--- src/shared/sbc_spi_defs.vh ---
// Purpose: Constants for the serial register port and status reporting.
// Assumes: 40 MHz system clock, 16-bit frames of command byte then data byte.
// Notes:   Addresses are 7 bits; bit 7 of the command byte selects a write.
`ifndef SBC_SPI_DEFS_VH
`define SBC_SPI_DEFS_VH

// Timing.
`define CLK_PERIOD_NS   25
`define CMD_GAP_NS      3000
`define EXEC_LIMIT_NS   5000

// Frame layout.
`define BYTE_BITS       5'h08
`define FRAME_BITS      5'h10
`define BIT_CNT_MAX     5'h1f
`define CMD_WRITE_BIT   7
`define SYNC_IDLE       3'h2

// Register addresses.
`define ADDR_CTRL       7'h01
`define ADDR_SCRATCH    7'h0f
`define ADDR_PN_FIRST   7'h20
`define ADDR_PN_LAST    7'h23
`define ADDR_WAKE_STAT  7'h40
`define ADDR_SUP_STAT   7'h41
`define ADDR_BUS_STAT_0 7'h43

// Reset values.
`define BYTE_RESET      8'h00

// Status information field bit positions.
`define SIF_WAKE        0
`define SIF_SUP         1
`define SIF_BUS0        3

// Supply status bit positions.
`define SUP_TPW         0
`define SUP_IOW         1
`define SUP_GAP         2

// Bus transceiver status 0 bit positions.
`define BUS0_SUPPLY_UV  0
`define BUS0_THERMAL    1
`define BUS0_BUS_DOM    2
`define BUS0_TXD_DOM    3

`endif

--- src/hdl/spi_frame_shifter.v ---
// Purpose: Serial frame shifter that oversamples the link pins.
// Assumes: Link clock idles low and is much slower than the system clock.
// Notes:   Frames that do not hold exactly sixteen bits are discarded.
`include "sbc_spi_defs.vh"

module spi_frame_shifter (
  // System.
  input  wire       clock,
  input  wire       rst,
  // Link pins.
  input  wire       sclk_pin,
  input  wire       select_line_low_active,
  input  wire       sdi_pin,
  // Data to send.
  input  wire [7:0] status_field,
  input  wire [7:0] read_byte,
  // Link outputs.
  output reg        sdo,
  output reg        sdo_oe,
  // Received frame.
  output reg  [7:0] cmd_byte,
  output reg  [7:0] data_byte,
  output reg        frame_start,
  output reg        frame_done
);

  reg  [2:0] meta;
  reg  [2:0] sync;
  reg        sclk_prev;
  reg        csn_prev;
  reg  [4:0] count;
  reg  [7:0] rx;
  reg  [7:0] tx;
  wire       sclk_fall = sclk_prev & ~sync[2];
  wire       sclk_rise = ~sclk_prev & sync[2];
  wire [7:0] rx_next   = {rx[6:0], sync[0]};

  // Two stages on every pin; only the second stage feeds logic.
  always @(posedge clock) begin
    if (rst) begin
      meta <= `SYNC_IDLE;
      sync <= `SYNC_IDLE;
    end else begin
      meta <= {sclk_pin, select_line_low_active, sdi_pin};
      sync <= meta;
    end
  end

  always @(posedge clock) begin
    if (rst) begin
      sclk_prev   <= 1'b0;
      csn_prev    <= 1'b1;
      count       <= 5'h00;
      rx          <= `BYTE_RESET;
      tx          <= `BYTE_RESET;
      sdo         <= 1'b0;
      sdo_oe      <= 1'b0;
      cmd_byte    <= `BYTE_RESET;
      data_byte   <= `BYTE_RESET;
      frame_start <= 1'b0;
      frame_done  <= 1'b0;
    end else begin
      sclk_prev   <= sync[2];
      csn_prev    <= sync[1];
      frame_start <= 1'b0;
      frame_done  <= 1'b0;
      if (csn_prev & ~sync[1]) begin
        count       <= 5'h00;
        tx          <= status_field;
        sdo         <= status_field[7];
        sdo_oe      <= 1'b1;
        frame_start <= 1'b1;
      end else if (~csn_prev & sync[1]) begin
        sdo_oe <= 1'b0;
        sdo    <= 1'b0;
        frame_done <= (count == `FRAME_BITS);
      end else if (~sync[1]) begin
        if (sclk_fall) begin
          rx <= rx_next;
          if (count != `BIT_CNT_MAX) begin
            count <= count + 5'h01;
          end
          if (count == `BYTE_BITS - 5'h01) begin
            cmd_byte <= rx_next;
          end
          if (count == `FRAME_BITS - 5'h01) begin
            data_byte <= rx_next;
          end
        end
        if (sclk_rise) begin
          // most significant first
          // The top bit is already out at select, so the first rise keeps it.
          if (count == `BYTE_BITS) begin
            tx  <= read_byte;
            sdo <= read_byte[7];
          end else if (count != 5'h00) begin
            tx  <= {tx[6:0], 1'b0};
            sdo <= tx[6];
          end
        end
      end
    end
  end

endmodule // spi_frame_shifter

--- src/hdl/sbc_spi_status_diag.v ---
// Purpose: Serial register port with latched diagnosis and status field.
// Assumes: Event and supply inputs come from analog comparators, unsynchronised.
// Notes:   Status flags clear when a one is written to them; prewarnings clear on read.
`include "sbc_spi_defs.vh"

// Contract
// - Execute command within 5 us of deselect.
// - Data sampled on falling link clock edge.
// - Field bit set when its register nonzero.
// - Field sent MSB first, bit 3 bus.
// - Bus status holds four transceiver fault flags.
// - Scratch byte freely written, never changed internally.
// - Wake and failure flags held until cleared.
// - Selective wake registers only with partial networking.
// - Thermal prewarning flag, read clear.
// - I/O supply prewarning flag, read clear.
// - Reset microcontroller while main supply undervoltage.
// - Control registers writable in normal mode.
module sbc_spi_status_diag #(
  parameter HAS_PARTIAL_NET = 1,
  parameter PN_COUNT        = 4
) (
  // System.
  input  wire       clock,
  input  wire       rst,
  // Serial link.
  input  wire       sclk_pin,
  input  wire       select_line_low_active,
  input  wire       sdi_pin,
  output wire       sdo,
  output wire       sdo_oe,
  // Mode from chip state logic, same clock.
  input  wire       normal_mode,
  // Analog event and supply monitors.
  input  wire [3:0] bus_event,
  input  wire [3:0] wake_event,
  input  wire       thermal_prewarn,
  input  wire       io_supply_prewarn,
  input  wire       main_supply_output_uv,
  // Outputs to the chip.
  output reg        mcu_reset_low_active,
  output reg  [7:0] control_out
);

  localparam GAP_CYCLES = (`CMD_GAP_NS + `CLK_PERIOD_NS - 1) / `CLK_PERIOD_NS;
  localparam EXEC_CYCLES = `EXEC_LIMIT_NS / `CLK_PERIOD_NS;
  localparam [7:0] GAP_LOAD = GAP_CYCLES[7:0];

  // Monitor synchronisers.
  reg  [10:0] mon_meta;
  reg  [10:0] mon_sync;
  wire [3:0]  bus_cause  = mon_sync[3:0];
  wire [3:0]  wake_cause = mon_sync[7:4];
  wire        tpw_cause  = mon_sync[8];
  wire        iow_cause  = mon_sync[9];
  wire        uv_level   = mon_sync[10];

  // Register file.
  reg  [7:0]  scratch_ram_register;
  reg  [7:0]  pn_reg [0:PN_COUNT-1];
  reg  [3:0]  wake_stat;
  reg  [3:0]  bus_stat_0;
  reg  [2:0]  sup_stat;
  reg  [7:0]  status_field;
  reg  [7:0]  next_status_field;
  reg  [7:0]  read_byte;
  reg  [7:0]  gap_count;

  // Frame interface.
  wire [7:0]  cmd_byte;
  wire [7:0]  data_byte;
  wire        frame_start;
  wire        frame_done;
  wire [6:0]  addr     = cmd_byte[6:0];
  wire        is_write = cmd_byte[`CMD_WRITE_BIT];
  wire        pn_space = (addr >= `ADDR_PN_FIRST) && (addr <= `ADDR_PN_LAST);
  wire        pn_hit   = pn_space && (HAS_PARTIAL_NET != 0);
  wire [3:0]  w1c_low  = (frame_done && is_write) ? data_byte[3:0] : 4'h0;

  function access;
    input       done;
    input [6:0] cur;
    input [6:0] target;
    begin
      access = done && (cur == target);
    end
  endfunction

  spi_frame_shifter u_shifter (
    .clock                  (clock),
    .rst                    (rst),
    .sclk_pin               (sclk_pin),
    .select_line_low_active (select_line_low_active),
    .sdi_pin                (sdi_pin),
    .status_field           (status_field),
    .read_byte              (read_byte),
    .sdo                    (sdo),
    .sdo_oe                 (sdo_oe),
    .cmd_byte               (cmd_byte),
    .data_byte              (data_byte),
    .frame_start            (frame_start),
    .frame_done             (frame_done)
  );

  always @(posedge clock) begin
    if (rst) begin
      mon_meta <= 11'h000;
      mon_sync <= 11'h000;
    end else begin
      mon_meta <= {main_supply_output_uv, io_supply_prewarn, thermal_prewarn,
                   wake_event, bus_event};
      mon_sync <= mon_meta;
    end
  end

  always @(posedge clock) begin
    if (rst) begin
      mcu_reset_low_active <= 1'b0;
    end else begin
      mcu_reset_low_active <= ~uv_level;
    end
  end

  // Writes land in the cycle after deselect is seen, well inside the limit.
  always @(posedge clock) begin
    if (rst) begin
      control_out          <= `BYTE_RESET;
      scratch_ram_register <= `BYTE_RESET;
    end else if (frame_done && is_write) begin
      if (normal_mode && (addr == `ADDR_CTRL)) begin
        control_out <= data_byte;
      end
      if (addr == `ADDR_SCRATCH) begin
        scratch_ram_register <= data_byte;
      end
    end
  end

  genvar gi;
  generate
    for (gi = 0; gi < PN_COUNT; gi = gi + 1) begin : g_pn
      always @(posedge clock) begin
        if (rst) begin
          pn_reg[gi] <= `BYTE_RESET;
        end else if (frame_done && is_write && pn_hit && (addr[1:0] == gi)) begin
          pn_reg[gi] <= data_byte;
        end
      end
    end
  endgenerate

  // The master owns command spacing; a short gap is latched as a failure.
  always @(posedge clock) begin
    if (rst) begin
      gap_count <= 8'h00;
    end else if (frame_done) begin
      gap_count <= GAP_LOAD;
    end else if (gap_count != 8'h00) begin
      gap_count <= gap_count - 8'h01;
    end
  end

  // Flags: a new cause always beats a clear in the same cycle.
  always @(posedge clock) begin
    if (rst) begin
      wake_stat  <= 4'h0;
      bus_stat_0 <= 4'h0;
      sup_stat   <= 3'h0;
    end else begin
      if (access(frame_done, addr, `ADDR_WAKE_STAT)) begin
        wake_stat <= wake_cause | (wake_stat & ~w1c_low);
      end else begin
        wake_stat <= wake_cause | wake_stat;
      end
      if (access(frame_done, addr, `ADDR_BUS_STAT_0)) begin
        bus_stat_0 <= bus_cause | (bus_stat_0 & ~w1c_low);
      end else begin
        bus_stat_0 <= bus_cause | bus_stat_0;
      end
      if (access(frame_done, addr, `ADDR_SUP_STAT) && !is_write) begin
        sup_stat[`SUP_TPW] <= tpw_cause;
        sup_stat[`SUP_IOW] <= iow_cause;
      end else begin
        sup_stat[`SUP_TPW] <= tpw_cause | sup_stat[`SUP_TPW];
        sup_stat[`SUP_IOW] <= iow_cause | sup_stat[`SUP_IOW];
      end
      if (frame_start && (gap_count != 8'h00)) begin
        sup_stat[`SUP_GAP] <= 1'b1;
      end else if (access(frame_done, addr, `ADDR_SUP_STAT) && is_write &&
                   data_byte[`SUP_GAP]) begin
        sup_stat[`SUP_GAP] <= 1'b0;
      end
    end
  end

  always @* begin
    next_status_field = 8'h00;
    next_status_field[`SIF_WAKE] = |wake_stat;
    next_status_field[`SIF_SUP] = |sup_stat;
    next_status_field[`SIF_BUS0] = |bus_stat_0;
  end

  always @(posedge clock) begin
    if (rst) begin
      status_field <= `BYTE_RESET;
    end else begin
      status_field <= next_status_field;
    end
  end

  // Read data settles long before the next link clock edge needs it.
  always @* begin
    read_byte = `BYTE_RESET;
    case (addr)
      `ADDR_CTRL:       read_byte = control_out;
      `ADDR_SCRATCH:    read_byte = scratch_ram_register;
      `ADDR_WAKE_STAT:  read_byte = {4'h0, wake_stat};
      `ADDR_SUP_STAT:   read_byte = {5'h00, sup_stat};
      `ADDR_BUS_STAT_0: read_byte = {4'h0, bus_stat_0};
      default: begin
        if (pn_hit) begin
          read_byte = pn_reg[addr[1:0]];
        end
      end
    endcase
  end

endmodule // sbc_spi_status_diag

--- config.mk ---
export PLATFORM = sky130hd
export DESIGN_NAME = sbc_spi_status_diag
export DESIGN_NICKNAME = d
export VERILOG_FILES = /design/src/hdl/spi_frame_shifter.v /design/src/hdl/sbc_spi_status_diag.v
export VERILOG_INCLUDE_DIRS = /design/src /design/src/shared
export SDC_FILE = /design/constraint.sdc
export NUM_CORES = 1
export LEC_CHECK = 0
export BUFFER_PORTS_ARGS = -buffer_cell sky130_fd_sc_hd__buf_4
export CORE_MARGIN = 4
export CORE_UTILIZATION = 25
export DETAILED_ROUTE_END_ITERATION = 6
export PLACE_DENSITY = 0.46
export SLEW_MARGIN = 20
export SYNTH_ARGS = -nofsm -noshare
export SYNTH_HDL_FRONTEND = slang
export SYNTH_HIERARCHICAL = 1
export SYNTH_SLANG_ARGS = --single-unit
--- constraint.sdc ---
create_clock -name clock -period 6.8 [get_ports clock]
set_clock_uncertainty 0.05 [all_clocks]
set_input_delay 0.34 -clock clock [delete_from_list [all_inputs] [get_ports clock]]
set_output_delay 0.34 -clock clock [all_outputs]
set_load 0.03 [all_outputs]
---- After elaboration in Yosys (flattened, before gate mapping) ----
Memory sizes are Yosys's and may differ from the RTL's. A register that Yosys moved wholly into a read port is not among the register bits.
Index checks and enable logic that the tools add are counted.
Widths: inputs -> output; s select.
word-level totals
  register bits ........................... 108
  bits in writable memories ............... 32
  input port bits ......................... 17
  output and inout port bits .............. 11
  word-level logic and storage cells ...... 155
  memories kept ........................... 1
operators by class
  add/sub/neg operators ................... 2
  magnitude comparators ................... 2
  equality and inequality tests ........... 16
  muxes and demuxes ....................... 45
  bitwise operators ....................... 24
  reduce and logical (&&, ||, !) cells .... 40
memories
  memory  depth  width  read ports  clocked after memory_dff  write ports  RTL line                  RTL
  pn_reg  4      8      1           1                         4            sbc_spi_status_diag.v:60  reg [7:0] pn_reg [0:PN_COUNT-1];
operator list
  kind                 count
  $mux 7               8
  $mux 8               5
  $pmux 8 s5           1
  $mux 1               25
  $eq 7x7->1 const B   3
  $or 4x4->4           4
  $logic_and 1x1->1    15
  $mux 4               3
  $reduce_and 4->1     3
  $eq 5x4->1 const B   2
  $reduce_and 5->1     2
  $and 4x4->4          2
  $reduce_bool 2->1    4
  $reduce_bool 8->1    1
  $reduce_or 4->1      2
  $sub 8x1->8 const B  1
  $eq 7x1->1 const B   1
  $eq 7x4->1 const B   1
  $ge 7x6->1 const B   1
  $le 7x6->1 const B   1
  $not 1->1            7
  $mux 2               3
  $or 1x1->1           6
  $reduce_bool 3->1    2
  other kinds (19)     26

---- Logic depth before layout (Yosys ltp) ----
Gate-level depths: netlist of the first run.
  depth after elaboration ................. 9
  gate-level depth with buffers ........... 9
  mapped depth without buffers ............ 7

---- Hierarchy ----
Netlist of the first run, hierarchy kept.
by module, submodules not included
  module               times used  cells each  area each (µm²)  seq. area each (µm²)
  sbc_spi_status_diag  1           335         3,837.4          2,182.1
  spi_frame_shifter    1           224         2,003.2          940.9

---- Least setup slack after synthesis of the first run ----
OpenSTA, ideal clock, no wires.
  path type ............................... register to register
  from .................................... register u_shifter.cmd_byte[1]
  to ...................................... register u_shifter.tx[1]
  library setup time ...................... 0.126 ns
  arrival ................................. 2.185 ns
  setup slack ............................. 4.440 ns
  stages on the path, launching flop included .. 10
  path buffers ............................ 2
  cell sequence ........................... dfxtp_1 > clkbuf_1 > clkbuf_1 > mux2_2 > a22oi_1 > o22ai_1 > a221o_1 > mux2_2 > o211ai_1 > o21ai_0
between the ends
  cells in the longest elaborated chain, start to end .. 9
ends and longest elaborated chain
  what                                                       RTL line                   RTL
  start, declared                                            spi_frame_shifter.v:21     output reg [7:0] cmd_byte,
  start signal, assigned                                     spi_frame_shifter.v:58     cmd_byte <= `BYTE_RESET;
  start signal, assigned                                     spi_frame_shifter.v:84     cmd_byte <= rx_next;
  $ge 7x6->1 (no line) / $le 7x6->1 (equally long branches)  n/a
  $logic_and 1x1->1                                          sbc_spi_status_diag.v:76   wire pn_space = (addr >= `ADDR_PN_FIRST) && (addr <= `ADDR_PN_LAST);
  $mux 8                                                     sbc_spi_status_diag.v:221  if (pn_hit) begin
  $pmux 8 s5 *                                               sbc_spi_status_diag.v:214  case (addr)
  named net read_byte[1]                                     sbc_spi_status_diag.v:66   reg [7:0] read_byte;
  $mux 7 *                                                   spi_frame_shifter.v:93     if (count == `BYTE_BITS) begin
  $mux 7 *                                                   spi_frame_shifter.v:90     if (sclk_rise) begin
  $mux 7 *                                                   spi_frame_shifter.v:77     end else if (~sync[1]) begin
  $mux 7 *                                                   spi_frame_shifter.v:73     end else if (~csn_prev & sync[1]) begin
  $mux 7 *                                                   spi_frame_shifter.v:67     if (csn_prev & ~sync[1]) begin
  end signal, assigned                                       spi_frame_shifter.v:69     tx <= status_field;
  end signal, assigned                                       spi_frame_shifter.v:94     tx <= read_byte;
  end signal, assigned                                       spi_frame_shifter.v:97     tx <= {tx[6:0], 1'b0};
  end, declared                                              spi_frame_shifter.v:33     reg [7:0] tx;
Mark *: on every way through the listed nets, which the timed path passes. The rest lies on a longest branch. The select of a mux whose other input is x is not followed.
A chain may end at the register's enable or synchronous reset.

---- Worst setup path in the final report of the first run ----
  from .................................... register u_shifter.cmd_byte[1]
  to ...................................... register u_shifter.tx[2]
Same word-level chain as after synthesis.

==> impl_metrics.ini, run 1 <==
[outcome]
status = finished, final reports clean

[finish]
final_util_pct = 30.6
drive_gt1_share_pct = 16.8
design_area_sq_um = 6980
largest_reg_flops = 32
nNetsFinal = 611
area_delta_synth_final_pct = 19.5
antennaDiodeCount = 0
final_common_cell = dfxtp_1
most-common-layout-cells = dfxtp_1, nor2_1, a21oi_1, nor2b_1

[floorplan]
die_area_sq_um = 25900
start_util_pct = 25.6
io_pins = 28
num_rows = 55
core_sq_um = 22800
die_h_um = 161
die_w_um = 161

[timing]
tightest_slew_ns = 0.910
final-max-slew-violation-count = 0
slew_headroom_pct = 39.2
fin_hold_ws_ns = 0.0548
rsz0062_at_grt = no
fin_crit_sh_pct = 39.2
setup_violations = 0
fin_ws_ns = 4.13
layout_min_cycle_time_ns = 2.67
hold_violations = 0
max_freq_mhz = 375
timing.setup.tns_ns = 0

[worst_setup_path]
path_class = register to register
critPathRequiredTime_ns = 7.02
crit_path_max_fanout = 18
end_kind = register
startpoint_type = register
cp.arrival_ns = 2.89

[power]
p_clk_share_pct = 46.1
power_per_cell_area_nw_per_um2 = 289
peakVddDrop_v = 0.000162
power_leakage_nw = 2.61
combPwrFrac_pct = 8.5
switchingPower_w = 0.000508
switching_share_pct = 25.2
seqPwrFrac_pct = 45.3
internal-power_w = 0.00151

[routing]
drc = 0
wl_per_cell_um = 15.0
ant_nets = 0
drt_wl_total_um = 13700
highest-signal-layer = met4
wl_met2_um = 6360
wl_met1_um = 6630
avgViaCountPerCell = 4.49
vias = 4097
routed-wl-met3_um = 514
drt_iter0_markers = 228
first_pass_iters = 6

[clock_network]
clk-insertion-delay-late_ns = 0.42
cts_buffers = 17
cts_resized = 0
cts_buffer_depth = 2
clkTransAtPathRegs_ns = 0.06
h-tree-depth = 4
cts_tree = yes
cts_setup_buffers = 0
cts.sinks = 140
clockRootBuffer = clkbuf_16
cts_hold_buf = 0

[logic_synthesis]
async_reset_ff_share_pct = 0
synth-seq-cells = 140
yosysSeqAreaShare_pct = 53.5
yosys_warnings = 6
ys_types = 51
synthFlopType = dfxtp_1
synth-edff-count = 32
syn_avg_cell_area_sq_um = 10.4
netlist_instances = 559
syn_area_sq_um = 5840

[place]
portBuffers = 27
dp_slack_ns = 3.92
place_area_sq_um = 6370
place.gp.congestion = 0.833
dp_hpwl_um = 9400

[global_routing]
grt-ovfl-total = 0
globalRouteTotalUtil_pct = 11.2
antenna_found_initial = 0
grt_pass1_vias = 4159
grt_pass1_wl_um = 22900
grt_max_degree = 68

[job]
drv_cap = 0

[hold_path]
hp-class = primary input to register
cell families after synthesis:
logic type / after synthesis / synth area share (%)
flops: 140 / 53.5
buf+inv: 48 / 3.60
xor+xnor: 5 / 0.750
fa+ha+maj: 7 / 1.50
other cells: 1 / 0.0642
mux: 44 / 9.47
simple gates: 234 / 22.3
compound gates: 80 / 8.83
per-layer routing:
metal / vias up / global-route usage, %
li1: 2022 / -
met1: 1972 / 15.2
met2: 88 / 17.5
met3: 15 / 2.87
met4: 0 / 3.92
met5: - / 0
cell type report:
cell class / count / area (sq um)
inverter: 19 / 71.3
sequential: 140 / 3120
tap: 313 / 392
multi-input combinational: 375 / 2540
fill: 2354 / 15800
clock buffer: 18 / 450
clock inverter: 14 / 146
timing repair buffer: 34 / 255
worst paths after layout:
check | slack [ns] | endpoint | from | cells after the start
setup / recovery | 4.13 | u_shifter/tx[2]$_SDFFE_PP0P_ | u_shifter/cmd_byte[1]$_SDFFE_PP0P_ | 7
setup reg to reg | 4.13 | u_shifter/tx[2]$_SDFFE_PP0P_ | u_shifter/cmd_byte[1]$_SDFFE_PP0P_ | 7
hold / removal | 0.05 | u_shifter/meta[1]$_SDFF_PP1_ | select_line_low_active | 2
hold reg to reg | 0.33 | mcu_reset_low_active$_SDFF_PP0_ | mon_sync[10]$_SDFF_PP0_ | 1
cells in the mapped netlist (all sizes together) (9+ instances only):
| cell type | instances | area [sq um] |
|---|---|---|
| nand2 | 34 | 128 |
| nor2b | 35 | 219 |
| nand3 | 14 | 70.1 |
| a21oi | 39 | 195 |
| dfxtp | 108 | 2160 |
| mux2i | 26 | 260 |
| inv | 19 | 71.3 |
| nor2 | 52 | 195 |
| nand4 | 9 | 62.6 |
| and2 | 34 | 213 |
| nor4 | 10 | 93.8 |
| clkbuf | 19 | 71.3 |
| edfxtp | 32 | 961 |
| buf | 10 | 67.6 |
| nand2b | 13 | 81.3 |
| mux2 | 10 | 113 |
metrics by stage:
step | power [W] | cells
final | 0.00202 | 913
after global routing | 0.00211 | 913
after CTS | 0.00205 | 913
after detailed placement | 0.00111 | 881
after global placement | 0.00110 | 881
after floorplan | 0.00106 | 563
power groups by stage:
| stage | clock network [W] | logic, W | registers (W) |
|---|---|---|---|
| final | 0.000932 | 0.000173 | 0.000915 |
| after global placement | 0 | 0.000167 | 0.000931 |
| after CTS | 0.000956 | 0.000175 | 0.000915 |
| after floorplan | 0 | 0.000134 | 0.000926 |
| after detailed placement | 0 | 0.000173 | 0.000933 |
| after global routing | 0.000993 | 0.000194 | 0.000921 |
worst max-delay path, stage by stage (launching register included):
cell      delay [ns]
dfxtp_1         0.89
mux2_2          0.43
a22oi_1         0.22
o22ai_1         0.14
a221o_1         0.28
mux2_2          0.26
o211ai_1        0.15
o21ai_0         0.11
(Power assumes the default switching activity.)
==> inputs of run 2 (changes only) <==
==> constraint.sdc (replaced) <==
create_clock -name clock -period 2.5 [get_ports clock]
set_clock_uncertainty 0.05 [all_clocks]
set_input_delay 0.125 -clock clock [delete_from_list [all_inputs] [get_ports clock]]
set_output_delay 0.125 -clock clock [all_outputs]
set_load 0.03 [all_outputs]
==> run 2 against run 1 <==
  * Global-route usage increased by 0.16 points
  * Critical path depth grew 1
  * First-iteration DRC count down 16%
  * Final cell count increased by 3.2%
  * Clock-buffer cell count grew 2
  * Fmax increased by 18%
  * Die area is the same
  * Setup slack got worse by 3.9 ns
  * Register-to-register slack lost 3.9 ns
  * Design area up 3.7%
  * Sequential share of layout area is 1.6 points lower
  * Hold slack better by 0.049 ns
  * Largest power group is now registers
==> impl_metrics.ini, run 2 (synthesis gave the netlist of run 1 again) <==
[global_routing]
grt-ovfl-total = 0
grt_pass1_wl_um = 23400
grt_max_degree = 76
antenna_found_initial = 0
globalRouteTotalUtil_pct = 11.4
grt_pass1_vias = 4293

[timing]
fin_ws_ns = 0.239
setup_violations = 0
rsz0062_at_grt = no
max_freq_mhz = 442
final-max-slew-violation-count = 0
layout_min_cycle_time_ns = 2.26
slew_headroom_pct = 47.4
fin_hold_ws_ns = 0.104
tightest_slew_ns = 0.786
timing.setup.tns_ns = 0
fin_crit_sh_pct = 90.4
hold_violations = 0

[clock_network]
clkTransAtPathRegs_ns = 0.06
clockRootBuffer = clkbuf_16
h-tree-depth = 4
cts.sinks = 140
clk-insertion-delay-late_ns = 0.42
cts_buffer_depth = 2
cts_setup_buffers = 0
cts_buffers = 17
cts_tree = yes

[worst_setup_path]
end_kind = register
path_class = register to register
cp.arrival_ns = 2.47
r2r_cells = 8
startpoint_type = register
crit_path_max_fanout = 10
critPathRequiredTime_ns = 2.71
r2r_setup_slack_ns = 0.24

[place]
place_area_sq_um = 6510
dp_hpwl_um = 9790
place.gp.congestion = 0.792
dp_slack_ns = -0.0102
portBuffers = 27

[routing]
drt_wl_total_um = 14300
vias = 4167
drt_iter0_markers = 191
drc = 0
ant_nets = 0
avgViaCountPerCell = 4.42
first_pass_iters = 5
wl_per_cell_um = 15.1

[finish]
largest_reg_flops = 32
design_area_sq_um = 7240
antennaDiodeCount = 0
final_common_cell = dfxtp_1
area_delta_synth_final_pct = 23.9
drive_gt1_share_pct = 18.1
most-common-layout-cells = dfxtp_1, nor2_1, buf_4, a21oi_1, nor2b_1
nNetsFinal = 640

[hold_path]
whs_path_depth = 2
hp-class = primary input to register

[power]
power_per_cell_area_nw_per_um2 = 756
power_leakage_nw = 2.75
peakVddDrop_v = 0.000392

[job]
drv_cap = 0

[outcome]
status = finished, final reports clean

[floorplan]
die_w_um = 161
die_h_um = 161
core_sq_um = 22800
num_rows = 55
io_pins = 28
die_area_sq_um = 25900
start_util_pct = 25.6
-- run 2: cell count changes in the layout (fill, tap and decap cells not counted), moves of 2 or more --
cell,change
inv_8,-3
inv_4,+3
dlygate4sd3_1,+14
buf_4,+13
buf_12,+2
inv_6,-3
clkbuf_1,+2
-- run 2: final timing paths --
path	start	end
max	u_shifter/cmd_byte[0]$_SDFFE_PP0P_	u_shifter/tx[2]$_SDFFE_PP0P_
min	rst	u_shifter/sync[0]$_SDFF_PP0_
max reg2reg	u_shifter/cmd_byte[0]$_SDFFE_PP0P_	u_shifter/tx[2]$_SDFFE_PP0P_
min reg2reg	mon_sync[10]$_SDFF_PP0_	mcu_reset_low_active$_SDFF_PP0_
-- run 2: power breakdown --
group	total, W	switching (W)	internal [W]
Sequential	0.00249	0.0000734	0.00242
Clock	0.00249	0.000986	0.00151
Combinational	0.000491	0.000246	0.000246
-- run 2: critical path: stages, from the launching register on --
cell	delay [ns]
dfxtp_2	0.54
buf_4	0.23
nor2_1	0.09
a22oi_1	0.27
o22ai_1	0.13
a221o_1	0.26
mux2_2	0.26
o211ai_1	0.17
o21ai_0	0.11
-- run 2: what timing repair did --
item                                   4_1_cts  5_1_grt
resized for setup                            1        0
endpoints found under the hold margin       14        0
hold buffers                                14        0
setup endpoints to repair                    1        0
-- run 2: layout make-up --
class                           count  area, sq um
Inverter                           19         71.3
Fill cell                        2313        15500
Multi-Input combinational cell    375         2530
Timing Repair Buffer               63          533
Clock inverter                     12          136
Sequential cell                   140         3120
Clock buffer                       20          447
Tap cell                          313          392
-- run 2: metal layers --
| metal | GRT usage (%) | vias up | share of wire (%) |
|---|---|---|---|
| li1 | - | 2090 | - |
| met2 | 18.2 | 70 | 47 |
| met1 | 15.4 | 2001 | 50 |
| met5 | 0 | - | 0 |
| met3 | 2.41 | 6 | 3.3 |
| met4 | 3.72 | 0 | 0.62 |
-- run 2: per-stage QoR --
| step | total power [W] | util, % | std cells |
|---|---|---|---|
| after global routing | 0.00573 | 31.8 | 942 |
| after CTS | 0.00554 | 31.8 | 942 |
| after global placement | 0.00299 | 28.5 | 896 |
| after floorplan | 0.00288 | - | 563 |
| final | 0.00547 | 31.8 | 942 |
| after detailed placement | 0.00301 | 28.6 | 896 |
==> inputs of run 3 (changes only) <==
--- a/config.mk
+++ b/config.mk
@@ -10,7 +10,6 @@
 export CORE_MARGIN = 4
 export CORE_UTILIZATION = 25
 export DETAILED_ROUTE_END_ITERATION = 6
-export PLACE_DENSITY = 0.46
 export SLEW_MARGIN = 20
 export SYNTH_ARGS = -nofsm -noshare
 export SYNTH_HDL_FRONTEND = slang
==> run 3 against run 2 <==
  * Global-route usage down 0.76 points
  * Wire length down 7.5%
  * Fmax up 1.9%
  * Hold slack worse by 0.0076 ns
  * Sequential cell count unchanged
  * Sequential share of layout area up 0.37 points
  * Clock-buffer cell count unchanged
  * Total power down 4.6%
  * Via count down 0.50%
==> impl_metrics.ini, run 3 (synthesis gave the netlist of run 1 again) <==
[clock_network]
h-tree-depth = 4
cts.sinks = 140
clkTransAtPathRegs_ns = 0.06
clockRootBuffer = clkbuf_16
cts_buffer_depth = 2
cts_buffers = 17
clk-insertion-delay-late_ns = 0.43
cts_tree = yes

[finish]
final_util_pct = 31.5
num-fill-cells = 2328
antennaDiodeCount = 0
largest_reg_flops = 32
area_delta_synth_final_pct = 22.9
most-common-layout-cells = dfxtp_1, nor2_1, buf_4, a21oi_1, nor2b_1
design_area_sq_um = 7180
nNetsFinal = 641
final_common_cell = dfxtp_1
drive_gt1_share_pct = 18.3

[global_routing]
grt_pass1_wl_um = 21600
grt-ovfl-total = 0
grt_max_degree = 76
grt_pass1_vias = 4049
antenna_found_initial = 0
globalRouteTotalUtil_pct = 10.6

[worst_setup_path]
critPathBufInv = 0
cpMostUsedCell = mux2_2
r2r_setup_slack_ns = 0.28
startpoint_type = register
cp.arrival_ns = 2.44
r2r_start = u_shifter/cmd_byte[1]$_SDFFE_PP0P_
end_kind = register
critPathRequiredTime_ns = 2.72
crit_path_max_fanout = 12
endpoint = u_shifter/tx[2]$_SDFFE_PP0P_
crit_path_max_incr_delay_ns = 0.50
r2r_cells = 7
critPathTopFamily = compound AO/OA/AOI/OAI gates
cp_num_cells = 7
timing.rr.end = u_shifter/tx[2]$_SDFFE_PP0P_
worstPathCellList = mux2_2 > a22oi_1 > o22ai_1 > a221o_1 > mux2_2 > o211ai_1 > o21ai_0
cp-startpoint = u_shifter/cmd_byte[1]$_SDFFE_PP0P_
path_class = register to register
cp_slowest_cell = dfxtp_2

[floorplan]
core_sq_um = 22800
die_area_sq_um = 25900
num_rows = 55
start_util_pct = 25.6
die_w_um = 161
die_h_um = 161
io_pins = 28

[routing]
drt_iter0_markers = 271
avgViaCountPerCell = 4.40
vias = 4146
drc = 0
wl_per_cell_um = 14.0
ant_nets = 0
drt_wl_total_um = 13200
first_pass_iters = 6

[job]
drv_cap = 0

[power]
peakVddDrop_v = 0.000411
power.total_w = 0.00522
switching_share_pct = 24.7
p_clk_share_pct = 43.2
switchingPower_w = 0.00129
power_leakage_nw = 2.71
seqPwrFrac_pct = 47.7
combPwrFrac_pct = 9.1
power_per_cell_area_nw_per_um2 = 728
internal-power_w = 0.00394

[timing]
timing.setup.tns_ns = 0
hold_violations = 0
fin_hold_ws_ns = 0.0960
rsz0062_at_grt = no
max_freq_mhz = 451
slew_headroom_pct = 51.1
tightest_slew_ns = 0.732
final-max-slew-violation-count = 0
layout_min_cycle_time_ns = 2.22
setup_violations = 0
fin_crit_sh_pct = 88.8

[hold_path]
hp-class = primary input to register

[place]
place.gp.congestion = 0.799
portBuffers = 27
place_area_sq_um = 6500
dp_hpwl_um = 9210

[outcome]
status = finished, final reports clean
==> run 3: changes by cell type in the layout (fill, tap and decap cells not counted), sizes merged <==
cell      before  now
bufinv         2    0
clkinvlp       0    4
buf           49   50
clkinv         5    3
==> run 3: stage by stage <==
stage | worst slack (ns) | std cells
3_5_place_dp | 0.0978 | 897
6_report | 0.281 | 943
4_1_cts | 0.0843 | 943
3_3_place_gp | 0.193 | 897
5_1_grt | 0.132 | 943
2_1_floorplan | 0.140 | 563
==> run 3: how the worst min path moves through the flow <==
stage	slack, ns	cells past startpoint	from	endpoint
2_1_floorplan	0.18	1	select_line_low_active	u_shifter/meta[1]$_SDFF_PP1_
3_3_place_gp	0.26	2	select_line_low_active	u_shifter/meta[1]$_SDFF_PP1_
3_5_place_dp	0.26	2	select_line_low_active	u_shifter/meta[1]$_SDFF_PP1_
4_1_cts	0.08	2	rst	mcu_reset_low_active$_SDFF_PP0_
5_1_grt	0.1	2	rst	sup_stat[1]$_SDFF_PP0_
6_report	0.1	2	rst	u_shifter/sdo_oe$_SDFFE_PP0P_
==> run 3: power groups by stage <==
stage,Clock (W),Combinational (W),Sequential [W]
6_report,0.00226,0.000477,0.00249
5_1_grt,0.00243,0.000546,0.00250
4_1_cts,0.00233,0.000480,0.00249
3_3_place_gp,0,0.000455,0.00254
2_1_floorplan,0,0.000364,0.00252
3_5_place_dp,0,0.000461,0.00254
==> run 3: cell type report <==
class	count	area, sq um	share of cell area, %
Clock buffer	20	437	6.08
Timing Repair Buffer	64	528	7.36
Clock inverter	12	91.3	1.27
Multi-Input combinational cell	375	2530	35.3
Inverter	19	71.3	0.994
Tap cell	313	392	5.46
Sequential cell	140	3130	43.5
==> run 3: worst register-to-register path, cell delays in order (launching register included) <==
cell,delay (ns)
dfxtp_2,0.50
mux2_2,0.37
a22oi_1,0.23
o22ai_1,0.14
a221o_1,0.26
mux2_2,0.26
o211ai_1,0.14
o21ai_0,0.11
==> run 3: per-layer routing <==
layer  wire length [um]  GRT usage, %  vias up
met4                210          3.68        0
li1                   -             -     2075
met3                561          3.62       15
met1               6420          14.3     1979
met2               5990          15.9       77
met5                  0             0        -
==> run 3: timing repair <==
| item | 4_1_cts | 5_1_grt |
|---|---|---|
| hold buffers | 14 | 0 |
| buffers inserted | 0 | 0 |
| setup endpoints to repair | 0 | 4 |
| hold endpoints to repair | 14 | 0 |
| gates resized for setup | 0 | 2 |
